--- src/core/status_regs.svh ---
// Purpose: constants for the output and input fault status bytes
// Assumes: included by bare name from every design file that needs it
// Notes:   definitions only, no logic
`ifndef STATUS_REGS_SVH
`define STATUS_REGS_SVH

// command codes that select a status byte or an action
`define REG_VOUT_STATUS     8'h7A
`define REG_IOUT_STATUS     8'h7B
`define REG_INPUT_STATUS    8'h7C
`define CMD_CLEAR_FAULTS    8'h03

// reset value of every status byte
`define STATUS_RESET        8'h00

// output voltage status byte fields
`define VOUT_OV_BIT         7
`define VOUT_UV_BIT         4
`define VOUT_LIMIT_BIT      3
`define VOUT_USED_MASK      8'h98

// output current status byte fields
`define OCUR_FAULT_BIT      7
`define OCUR_WARN_BIT       5
`define OCUR_USED_MASK      8'hA0

// input status byte fields
`define IN_OV_BIT           7
`define IN_UV_BIT           4
`define IN_OC_BIT           2
`define IN_OCW_BIT          1
`define IN_USED_MASK        8'h96
`define IN_UV_MASK          8'h10

// serial engine constants
`define BYTE_LAST_BIT       3'h7
`define TARGET_ADDR_DEFAULT 7'h58

`endif

--- src/core/status_pkg.sv ---
// Purpose: types shared by the status byte bank and its serial engine
// Assumes: nothing
// Notes:   state of each module is one packed struct
package status_pkg;

  // serial engine states
  typedef enum logic [2:0] {
    ENG_IDLE  = 3'b000,
    ENG_RX    = 3'b001,
    ENG_ACK   = 3'b010,
    ENG_TX    = 3'b011,
    ENG_TXACK = 3'b100,
    ENG_TXRE  = 3'b101
  } eng_state_t;

  // whole state of the serial engine
  typedef struct packed {
    eng_state_t  st;
    logic [2:0]  bitcnt;
    logic [7:0]  sh;
    logic        first;
    logic        rd;
    logic        sda_oe;
    logic        scl_s1;
    logic        scl_s2;
    logic        scl_s3;
    logic        sda_s1;
    logic        sda_s2;
    logic        sda_s3;
    logic        stop_p;
    logic        addr_p;
    logic        rx_p;
    logic [7:0]  rx_data;
  } eng_t;

  // whole state of the status byte bank
  typedef struct packed {
    logic [7:0]  vout;
    logic [7:0]  iout;
    logic [7:0]  inp;
    logic [7:0]  cmd;
    logic        expect_cmd;
    logic [7:0]  rdata;
    logic        alert_oe;
    logic        pin_low;
    logic        vout_sum;
  } stat_t;

endpackage

--- src/core/smbus_engine.sv ---
// Purpose: byte level serial target for the management bus
// Assumes: scl and sda arrive from outside the clock domain
// Notes:   acks its address and every written byte; sends tx_data_in on reads
`timescale 1ns/1ns
`default_nettype none
`include "status_regs.svh"

module smbus_engine
  import status_pkg::*;
#(
  parameter logic [6:0] TARGET_ADDR = `TARGET_ADDR_DEFAULT
) (
  input  wire logic       mclk_in,     // system clock
  input  wire logic       reset_n_in,  // synchronous reset, active low
  input  wire logic       scl_in,      // bus clock pin level
  input  wire logic       sda_in,      // bus data pin level
  input  wire logic [7:0] tx_data_in,  // byte to send on a read
  output logic            sda_oe_out,  // pull data line low
  output logic            stop_out,    // stop seen, one cycle
  output logic            addr_out,    // address matched, one cycle
  output logic            rd_out,      // direction bit of the last address byte, matched or not
  output logic            rx_out,      // data byte received, one cycle
  output logic [7:0]      rx_data_out  // received byte
);

  eng_t       q;
  eng_t       d;
  logic       scl_rise;
  logic       scl_fall;
  logic       start_seen;
  logic       stop_seen;
  logic [7:0] byte_in;

  // edges and conditions on the synchronised pins
  assign scl_rise   = q.scl_s2 & ~q.scl_s3;
  assign scl_fall   = ~q.scl_s2 & q.scl_s3;
  assign start_seen = q.scl_s2 & q.scl_s3 & q.sda_s3 & ~q.sda_s2;
  assign stop_seen  = q.scl_s2 & q.scl_s3 & ~q.sda_s3 & q.sda_s2;
  assign byte_in    = {q.sh[6:0], q.sda_s2};

  // next state of the engine
  always_comb begin
    d        = q;
    d.scl_s1 = scl_in;
    d.scl_s2 = q.scl_s1;
    d.scl_s3 = q.scl_s2;
    d.sda_s1 = sda_in;
    d.sda_s2 = q.sda_s1;
    d.sda_s3 = q.sda_s2;
    d.stop_p = 1'b0;
    d.addr_p = 1'b0;
    d.rx_p   = 1'b0;
    if (start_seen) begin
      d.st     = ENG_RX;
      d.bitcnt = 3'h0;
      d.first  = 1'b1;
      d.sda_oe = 1'b0;
    end else if (stop_seen) begin
      d.st     = ENG_IDLE;
      d.sda_oe = 1'b0;
      d.stop_p = 1'b1;
    end else begin
      case (q.st)
        ENG_RX: begin
          if (scl_rise) begin
            d.sh     = byte_in;
            d.bitcnt = q.bitcnt + 3'h1;
            if (q.bitcnt == `BYTE_LAST_BIT) begin
              d.st = ENG_ACK;
              if (q.first) begin
                d.rd     = byte_in[0];
                d.addr_p = (byte_in[7:1] == TARGET_ADDR);
                if (byte_in[7:1] != TARGET_ADDR) begin
                  d.st = ENG_IDLE;  // not ours, stay quiet
                end
              end else begin
                d.rx_p    = 1'b1;
                d.rx_data = byte_in;
              end
            end
          end
        end
        ENG_ACK: begin
          if (scl_fall && !q.sda_oe) begin
            d.sda_oe = 1'b1;  // ack bit window opens
          end else if (scl_fall) begin
            d.first  = 1'b0;
            d.bitcnt = 3'h0;
            if (q.rd) begin
              d.st     = ENG_TX;
              d.sh     = tx_data_in;
              d.sda_oe = ~tx_data_in[7];
            end else begin
              d.st     = ENG_RX;
              d.sda_oe = 1'b0;
            end
          end
        end
        ENG_TX: begin
          if (scl_fall) begin
            d.bitcnt = q.bitcnt + 3'h1;
            if (q.bitcnt == `BYTE_LAST_BIT) begin
              d.st     = ENG_TXACK;
              d.sda_oe = 1'b0;
            end else begin
              d.sh     = {q.sh[6:0], 1'b0};
              d.sda_oe = ~q.sh[6];
            end
          end
        end
        ENG_TXACK: begin
          if (scl_rise) begin
            d.st = q.sda_s2 ? ENG_IDLE : ENG_TXRE;  // nack ends the read
          end
        end
        ENG_TXRE: begin
          if (scl_fall) begin
            d.st     = ENG_TX;
            d.bitcnt = 3'h0;
            d.sh     = tx_data_in;
            d.sda_oe = ~tx_data_in[7];
          end
        end
        default: d.st = ENG_IDLE;
      endcase
    end
  end

  // state register
  always_ff @(posedge mclk_in) begin
    if (!reset_n_in) begin
      q <= '0;
    end else begin
      q <= d;
    end
  end

  // outputs straight from the state register
  assign sda_oe_out  = q.sda_oe;
  assign stop_out    = q.stop_p;
  assign addr_out    = q.addr_p;
  assign rd_out      = q.rd;
  assign rx_out      = q.rx_p;
  assign rx_data_out = q.rx_data;

endmodule
`default_nettype wire

--- src/core/fault_status_bank.sv ---
// Purpose: output voltage, output current and input fault status bytes
// Assumes: fault inputs are levels from logic on mclk_in
// Notes:   bus pins pass three flip-flops inside smbus_engine
//
// Operation
// - read of 7Ah returns output voltage status byte, 00h after reset
// - read of 7Bh returns output current status byte, 00h after reset
// - read of 7Ch returns input status byte, 00h after reset
// - output voltage bit 7 latches an output over-voltage fault
// - output voltage bit 4 latches an output under-voltage fault
// - output voltage bits 6, 5, 2, 1, 0 always read zero
// - output current bit 7 latches an output over-current fault
// - output current bit 5 latches an output over-current warning
// - output current bits 6, 4, 3, 2, 1, 0 always read zero
// - status bytes are read-only and supported flags hold until a clear-faults command
// - input bits 7, 4, 2, 1 latch over-voltage, under-voltage, OC fault, OC warning
// - any output voltage flag sets the status word voltage summary
// - every flag except input under-voltage raises the host alert
`timescale 1ns/1ns
`default_nettype none
`include "status_regs.svh"

module fault_status_bank
  import status_pkg::*;
#(
  parameter logic [6:0] TARGET_ADDR = `TARGET_ADDR_DEFAULT
) (
  input  wire logic mclk_in,                 // system clock, 50 MHz
  input  wire logic reset_n_in,              // synchronous reset, active low
  input  wire logic scl_in,                  // bus clock pin
  input  wire logic sda_in,                  // bus data pin, received level
  input  wire logic out_ov_fault_in,         // output over-voltage detected
  input  wire logic out_uv_fault_in,         // output under-voltage detected
  input  wire logic vout_over_limit_in,      // voltage request above limit
  input  wire logic out_oc_fault_in,         // output over-current detected
  input  wire logic out_oc_warn_in,          // output over-current warning
  input  wire logic in_ov_fault_in,          // input over-voltage detected
  input  wire logic in_uv_fault_in,          // input under-voltage detected
  input  wire logic in_oc_fault_in,          // input over-current detected
  input  wire logic in_oc_warn_in,           // input over-current warning
  output logic      sda_out,                 // bus data drive level, low
  output logic      sda_oe_out,              // bus data driven low
  output logic      host_alert_output_out,   // alert drive level, low
  output logic      host_alert_oe_out,       // alert driven low
  output logic      vout_summary_out         // status word voltage summary
);

  stat_t      q;
  stat_t      d;
  logic       eng_stop;
  logic       eng_addr;
  logic       eng_rd;
  logic       eng_rx;
  logic [7:0] eng_rx_data;
  logic       clr;
  logic [7:0] vout_ev;
  logic [7:0] iout_ev;
  logic [7:0] inp_ev;
  logic [7:0] alert_new;

  ////////////////////////////////////////////////////////////////////////////
  // serial engine

  smbus_engine #(
    .TARGET_ADDR (TARGET_ADDR)
  ) u_engine (
    .mclk_in     (mclk_in),
    .reset_n_in  (reset_n_in),
    .scl_in      (scl_in),
    .sda_in      (sda_in),
    .tx_data_in  (q.rdata),
    .sda_oe_out  (sda_oe_out),
    .stop_out    (eng_stop),
    .addr_out    (eng_addr),
    .rd_out      (eng_rd),
    .rx_out      (eng_rx),
    .rx_data_out (eng_rx_data)
  );

  ////////////////////////////////////////////////////////////////////////////
  // read decode

  // byte returned for a selected command, zero for anything unmapped
  function automatic logic [7:0] read_mux(input logic [7:0] cmd,
                                          input logic [7:0] vout,
                                          input logic [7:0] iout,
                                          input logic [7:0] inp);
    if (cmd == `REG_VOUT_STATUS) begin
      return vout;
    end else if (cmd == `REG_IOUT_STATUS) begin
      return iout;
    end else if (cmd == `REG_INPUT_STATUS) begin
      return inp;
    end else begin
      return `STATUS_RESET;
    end
  endfunction

  ////////////////////////////////////////////////////////////////////////////
  // event vectors

  // clear-faults arrives as the command byte of a write
  assign clr = eng_rx & q.expect_cmd & (eng_rx_data == `CMD_CLEAR_FAULTS);

  // events placed at their field positions
  assign vout_ev = (8'(out_ov_fault_in) << `VOUT_OV_BIT)
                 | (8'(out_uv_fault_in) << `VOUT_UV_BIT)
                 | (8'(vout_over_limit_in) << `VOUT_LIMIT_BIT);
  assign iout_ev = (8'(out_oc_fault_in) << `OCUR_FAULT_BIT)
                 | (8'(out_oc_warn_in) << `OCUR_WARN_BIT);
  assign inp_ev  = (8'(in_ov_fault_in) << `IN_OV_BIT)
                 | (8'(in_uv_fault_in) << `IN_UV_BIT)
                 | (8'(in_oc_fault_in) << `IN_OC_BIT)
                 | (8'(in_oc_warn_in) << `IN_OCW_BIT);

  ////////////////////////////////////////////////////////////////////////////
  // next state

  always_comb begin
    d = q;
    // set wins over clear, so a live condition relatches at once
    d.vout = ((clr ? `STATUS_RESET : q.vout) | vout_ev)
           & `VOUT_USED_MASK;
    d.iout = ((clr ? `STATUS_RESET : q.iout) | iout_ev)
           & `OCUR_USED_MASK;
    d.inp  = ((clr ? `STATUS_RESET : q.inp) | inp_ev)
           & `IN_USED_MASK;
    d.vout_sum = |d.vout;
    // flags newly set against the cleared base, input under-voltage excluded
    alert_new  = (d.vout & ~(clr ? `STATUS_RESET : q.vout))
               | (d.iout & ~(clr ? `STATUS_RESET : q.iout))
               | (d.inp & ~(clr ? `STATUS_RESET : q.inp) & ~`IN_UV_MASK);
    d.alert_oe = (q.alert_oe & ~clr) | (|alert_new);
    d.pin_low  = 1'b0;
    // command tracking; data bytes written to any code are dropped
    if (eng_addr) begin
      d.expect_cmd = ~eng_rd;
    end else if (eng_rx && q.expect_cmd) begin
      d.cmd        = eng_rx_data;
      d.expect_cmd = 1'b0;
    end else if (eng_stop) begin
      d.expect_cmd = 1'b0;
    end
    d.rdata = read_mux(q.cmd, q.vout, q.iout, q.inp);
  end

  // state register, all bytes zero after reset
  always_ff @(posedge mclk_in) begin
    if (!reset_n_in) begin
      q <= '0;
    end else begin
      q <= d;
    end
  end

  // outputs straight from the state register
  assign sda_out               = q.pin_low;
  assign host_alert_output_out = q.pin_low;
  assign host_alert_oe_out     = q.alert_oe;
  assign vout_summary_out      = q.vout_sum;
endmodule
`default_nettype wire

--- config.mk ---
export PLATFORM = sky130hd
export DESIGN_NAME = fault_status_bank
export DESIGN_NICKNAME = d
export VERILOG_FILES = /design/src/core/status_pkg.sv /design/src/core/smbus_engine.sv /design/src/core/fault_status_bank.sv
export VERILOG_INCLUDE_DIRS = /design/src /design/src/core
export SDC_FILE = /design/constraint.sdc
export NUM_CORES = 1
export LEC_CHECK = 0
export ABC_AREA = 1
export BUFFER_PORTS_ARGS = -buffer_cell sky130_fd_sc_hd__buf_2
export CELL_PAD_IN_SITES_DETAIL_PLACEMENT = 0
export CELL_PAD_IN_SITES_GLOBAL_PLACEMENT = 2
export CORE_MARGIN = 2
export CORE_UTILIZATION = 36
export CTS_CLUSTER_SIZE = 40
export DETAILED_ROUTE_END_ITERATION = 7
export PLACE_DENSITY_LB_ADDON = 0.1
export SETUP_SLACK_MARGIN = 0.3
export SLEW_MARGIN = 5
export SYNTH_ARGS = -nofsm -noshare
export SYNTH_HDL_FRONTEND = slang
export SYNTH_SLANG_ARGS = --single-unit
export TNS_END_PERCENT = 1
--- constraint.sdc ---
create_clock -name mclk_in -period 2.7 [get_ports mclk_in]
set_input_delay 0 -clock mclk_in [delete_from_list [all_inputs] [get_ports mclk_in]]
set_output_delay 0 -clock mclk_in [all_outputs]
set_load 0.01 [all_outputs]
==> summary.md <==
| Metric | Value |
|---|---|
| Proportion of netlist area held by the largest area contributor | `47.11%` |
| Maximum vdd drop | `337.8 uV` |
| Maximum buffer depth of the clock tree | `2` |
| Combined area of all synthesized cells | `~2500 sq um` |
| Final count of negative-setup-slack endpoints | `0` |
| Number of global-route vias before repair | `2198` |
| Remaining antenna violation count after routing | `0` |
| Final nets | `400` |
| Setup TNS after final layout | `0 ns` |
| Number of remaining DRC errors | `0` |
| LEAKAGE | `~1.4 nW` |
| Cts bufs inserted | `9` |
| Main area contributors after synthesis | `dfxtp_1 (47%), nand2_1 (9.7%), nor2_1 (8.2%)` |
| Maximum number of pins on one net before global-route repair | `40` |
| Most common library cells after synthesis | `nand2_1 (65), dfxtp_1 (59), nor2_1 (55), inv_1 (46)` |
| Filler cells | `between 700 and 800` |
| Num ports | `18` |
| First-pass GRT wire length | `10190 um` |
| Highest achievable clock rate | `~0.55 GHz` |
| Wirelength, routed | `5785 um` |
| Initial DRC Count | `between 90 and 100` |
| Via Count | `2183` |
| Period Utilization, post-route | `between 60% and 70%` |
| Gates resized, CTS repair | `0` |
| Clock H-tree levels | `3` |
| Buffer cell driving the clock tree root | `clkbuf_8` |
| Routability congestion estimate from global placement | `0.8512` |
| Wire length per cell | `approximately 12 um` |
| P per Cell Area | `~850 nW/um^2` |
| Clock slew seen by the registers of the worst setup and hold paths | `~0.07 ns` |
| Setup repair after global routing missed its margin | `no` |
| Vert. Die Dim | `just under 90 um` |
| Post-synthesis area per instance | `between 7 and 8 sq um` |
| CTS tree | `built` |
| Number of synthesis warnings | `0` |
| GRT Util Overall | `roughly 17%` |
| Starting utilization of the core area | `around 37%` |
| Worst setup path class | `register to register` |
| Type of element capturing the critical path | `register` |
| Number of enable-type register cells in the synthesized netlist | `0` |
| Diode count | `0` |
| Placeable core region | `6756 sq um` |
| Post-placement setup slack | `~0.91 ns` |
| FFs w/ async S/R, synth | `0%` |
| Clock Latency Late Sink | `approximately 0.33 ns` |
| Max_cap viols | `0` |
| Critical Path RT | `between 2 and 3 ns` |
| Detailed placement HPWL | `approximately 4200 um` |
| CP Launch Type | `register` |
| Number of different library cells in the post-synthesis netlist | `29` |
| Count of pins over their slew limit | `0` |
| Part of the Yosys area used for sequential elements | `between 40% and 50%` |
| Synthesized flop and latch total | `59` |
| Number of cells after detailed placement | `between 400 and 500` |
| Worst Path Arrival | `2.03 ns` |
| Router iterations before antenna repair | `4` |
| Count of endpoints failing hold in the final timing report | `0` |
| Number of input and output port buffers inserted | `15` |
| Number of clock sinks | `59` |
| Cell with the most instances after synthesis | `nand2_1` |
| Number of instances in the synthesized netlist | `approximately 350` |
| Outcome | `finished, final reports clean` |
| Setup skew after layout | `between 0.008 and 0.009 ns` |
| Cell type with the largest total area after synthesis | `dfxtp_1` |
| Max-Slew Margin vs Limit | `62.61%` |
| Crit path time final | `approximately 1.8 ns` |
| Overflow left after global routing | `0` |
| Filler-free cell count of the finished design | `between 400 and 500` |
| FP Rows | `30` |
| Antenna violations before repair | `0` |
| Layout cells sized above 1 | `between 10 and 15%` |
| # Post-CTS Setup Buffers | `0` |
| P&R area growth vs syn | `20.41%` |
| Avg Vias per Cell | `between 4 and 5` |
| Worst hold margin | `between 0.15 and 0.2 ns` |
| Main flop type after synthesis | `dfxtp_1` |
| Transition at the pin with the smallest max-transition slack | `0.5602 ns` |
| Type of the tightest min-delay check | `primary input to register` |
| Floorplan die width | `a little under 90 um` |
| Largest fanout on the critical path | `8` |
| Post-route worst setup slack | `a little under 0.9 ns` |
| DIE AREA | `about 7600 sq um` |
==> worst max-delay path, cell delays in order (launching register included) <==
cell     delay (ns)
dfxtp_1        0.33
ha_1           0.20
ha_1           0.21
inv_1          0.10
nor3_1         0.06
nor3_1         0.33
nand3_2        0.24
o21ai_0        0.20
nor2_1         0.05
==> layout by cell type, fill, tap and decap left out <==
master,Yosys,routed
a21oi_1,34,34
a22o_1,1,1
a31oi_1,2,2
buf_2,1,15
buf_4,3,3
bufinv_16,0,3
clkbuf_8,0,10
clkinv_2,1,1
clkinvlp_4,0,3
conb_1,1,2
dfxtp_1,59,59
dlygate4sd3_1,0,11
ha_1,2,2
inv_1,46,46
inv_2,5,5
nand2_1,65,65
nand2_2,1,1
nand3_1,10,10
nand3_2,1,1
nand3b_1,1,1
nand4_1,3,3
nor2_1,55,55
nor2_2,5,5
nor2_4,2,2
nor3_1,9,9
nor4_1,2,2
o211ai_1,1,1
o21ai_0,34,34
o21ai_1,1,1
o21bai_1,1,1
o221ai_1,1,1
or2_2,1,1
==> flip-flops by register name, summed over array words and instances (netlist names) <==
signal                flops
u_engine.addr_out         1
u_engine.rd_out           1
u_engine.sda_oe_out       1
host_alert_oe_out         1
u_engine.stop_out         1
u_engine.rx_out           1
u_engine.d                3
u_engine.q                9
q                        24
vout_summary_out          1
u_engine.rx_data_out      8
u_engine.byte_in          8
==> layout make-up <==
type	instances	area, sq um	area share (%)
clock inverter	6	112.6	3.730
multi-input combinational	234	1084	35.89
clock buffer	10	137.6	4.559
timing repair buffer	29	207.7	6.879
sequential	59	1181	39.12
tap	80	100.1	3.315
inverter	52	196.4	6.506
==> path summary, 6_finish.rpt <==
path | slack [ns] | endpoint | start | cells after the start
worst min-delay path | 0.19 | q[39] | reset_n_in | 3
worst max-delay path | 0.89 | u_engine.byte_in[2] | u_engine.q[28] | 8
worst max register to register | 0.89 | u_engine.byte_in[2] | u_engine.q[28] | 8
worst min register to register | 0.42 | u_engine.byte_in[0] | u_engine.d[12] | 2
==> routing by layer <==
layer | vias to the layer above | global-route usage, % | wire (um) | share of wire (%)
li1 | 1189 | - | - | -
met1 | 960 | 21.78 | 2796 | 48
met2 | 25 | 28.65 | 2737 | 47
met3 | 9 | 3.507 | 168 | 2.9
met4 | 0 | 7.692 | 83 | 1.4
met5 | - | 0 | 0 | 0
==> cells by family (layout without fill, tap and decap cells) <==
logic type	Yosys count	in the layout	synth area share (%)
buf+inv	62	97	9.830
fa+ha+maj	2	2	0.9978
simple gates	155	155	26.35
flops	59	59	47.11
compound gates	75	75	15.57
other cells	1	2	0.1496
==> through the flow <==
stage               util, %  instance area, sq um  total power [mW]
detailed placement    39.35                  2659             1.585
global route          44.69                  3019             2.751
finish                44.69                  3019             2.578
floorplan                 -                  2511             1.451
global placement      39.35                  2659             1.588
CTS                   44.69                  3019             2.608
==> where the power goes <==
group          total [mW]  switching, mW  internal [mW]
logic               0.532          0.343          0.189
registers            1.04         0.0747          0.963
clock network        1.01          0.369          0.638
total                2.58          0.787           1.79
==> what timing repair did <==
action | CTS | global route
setup endpoints to repair | 0 | 0
hold endpoints to repair | 12 | 0
hold buffers | 11 | 0
(Power assumes the default switching activity.)
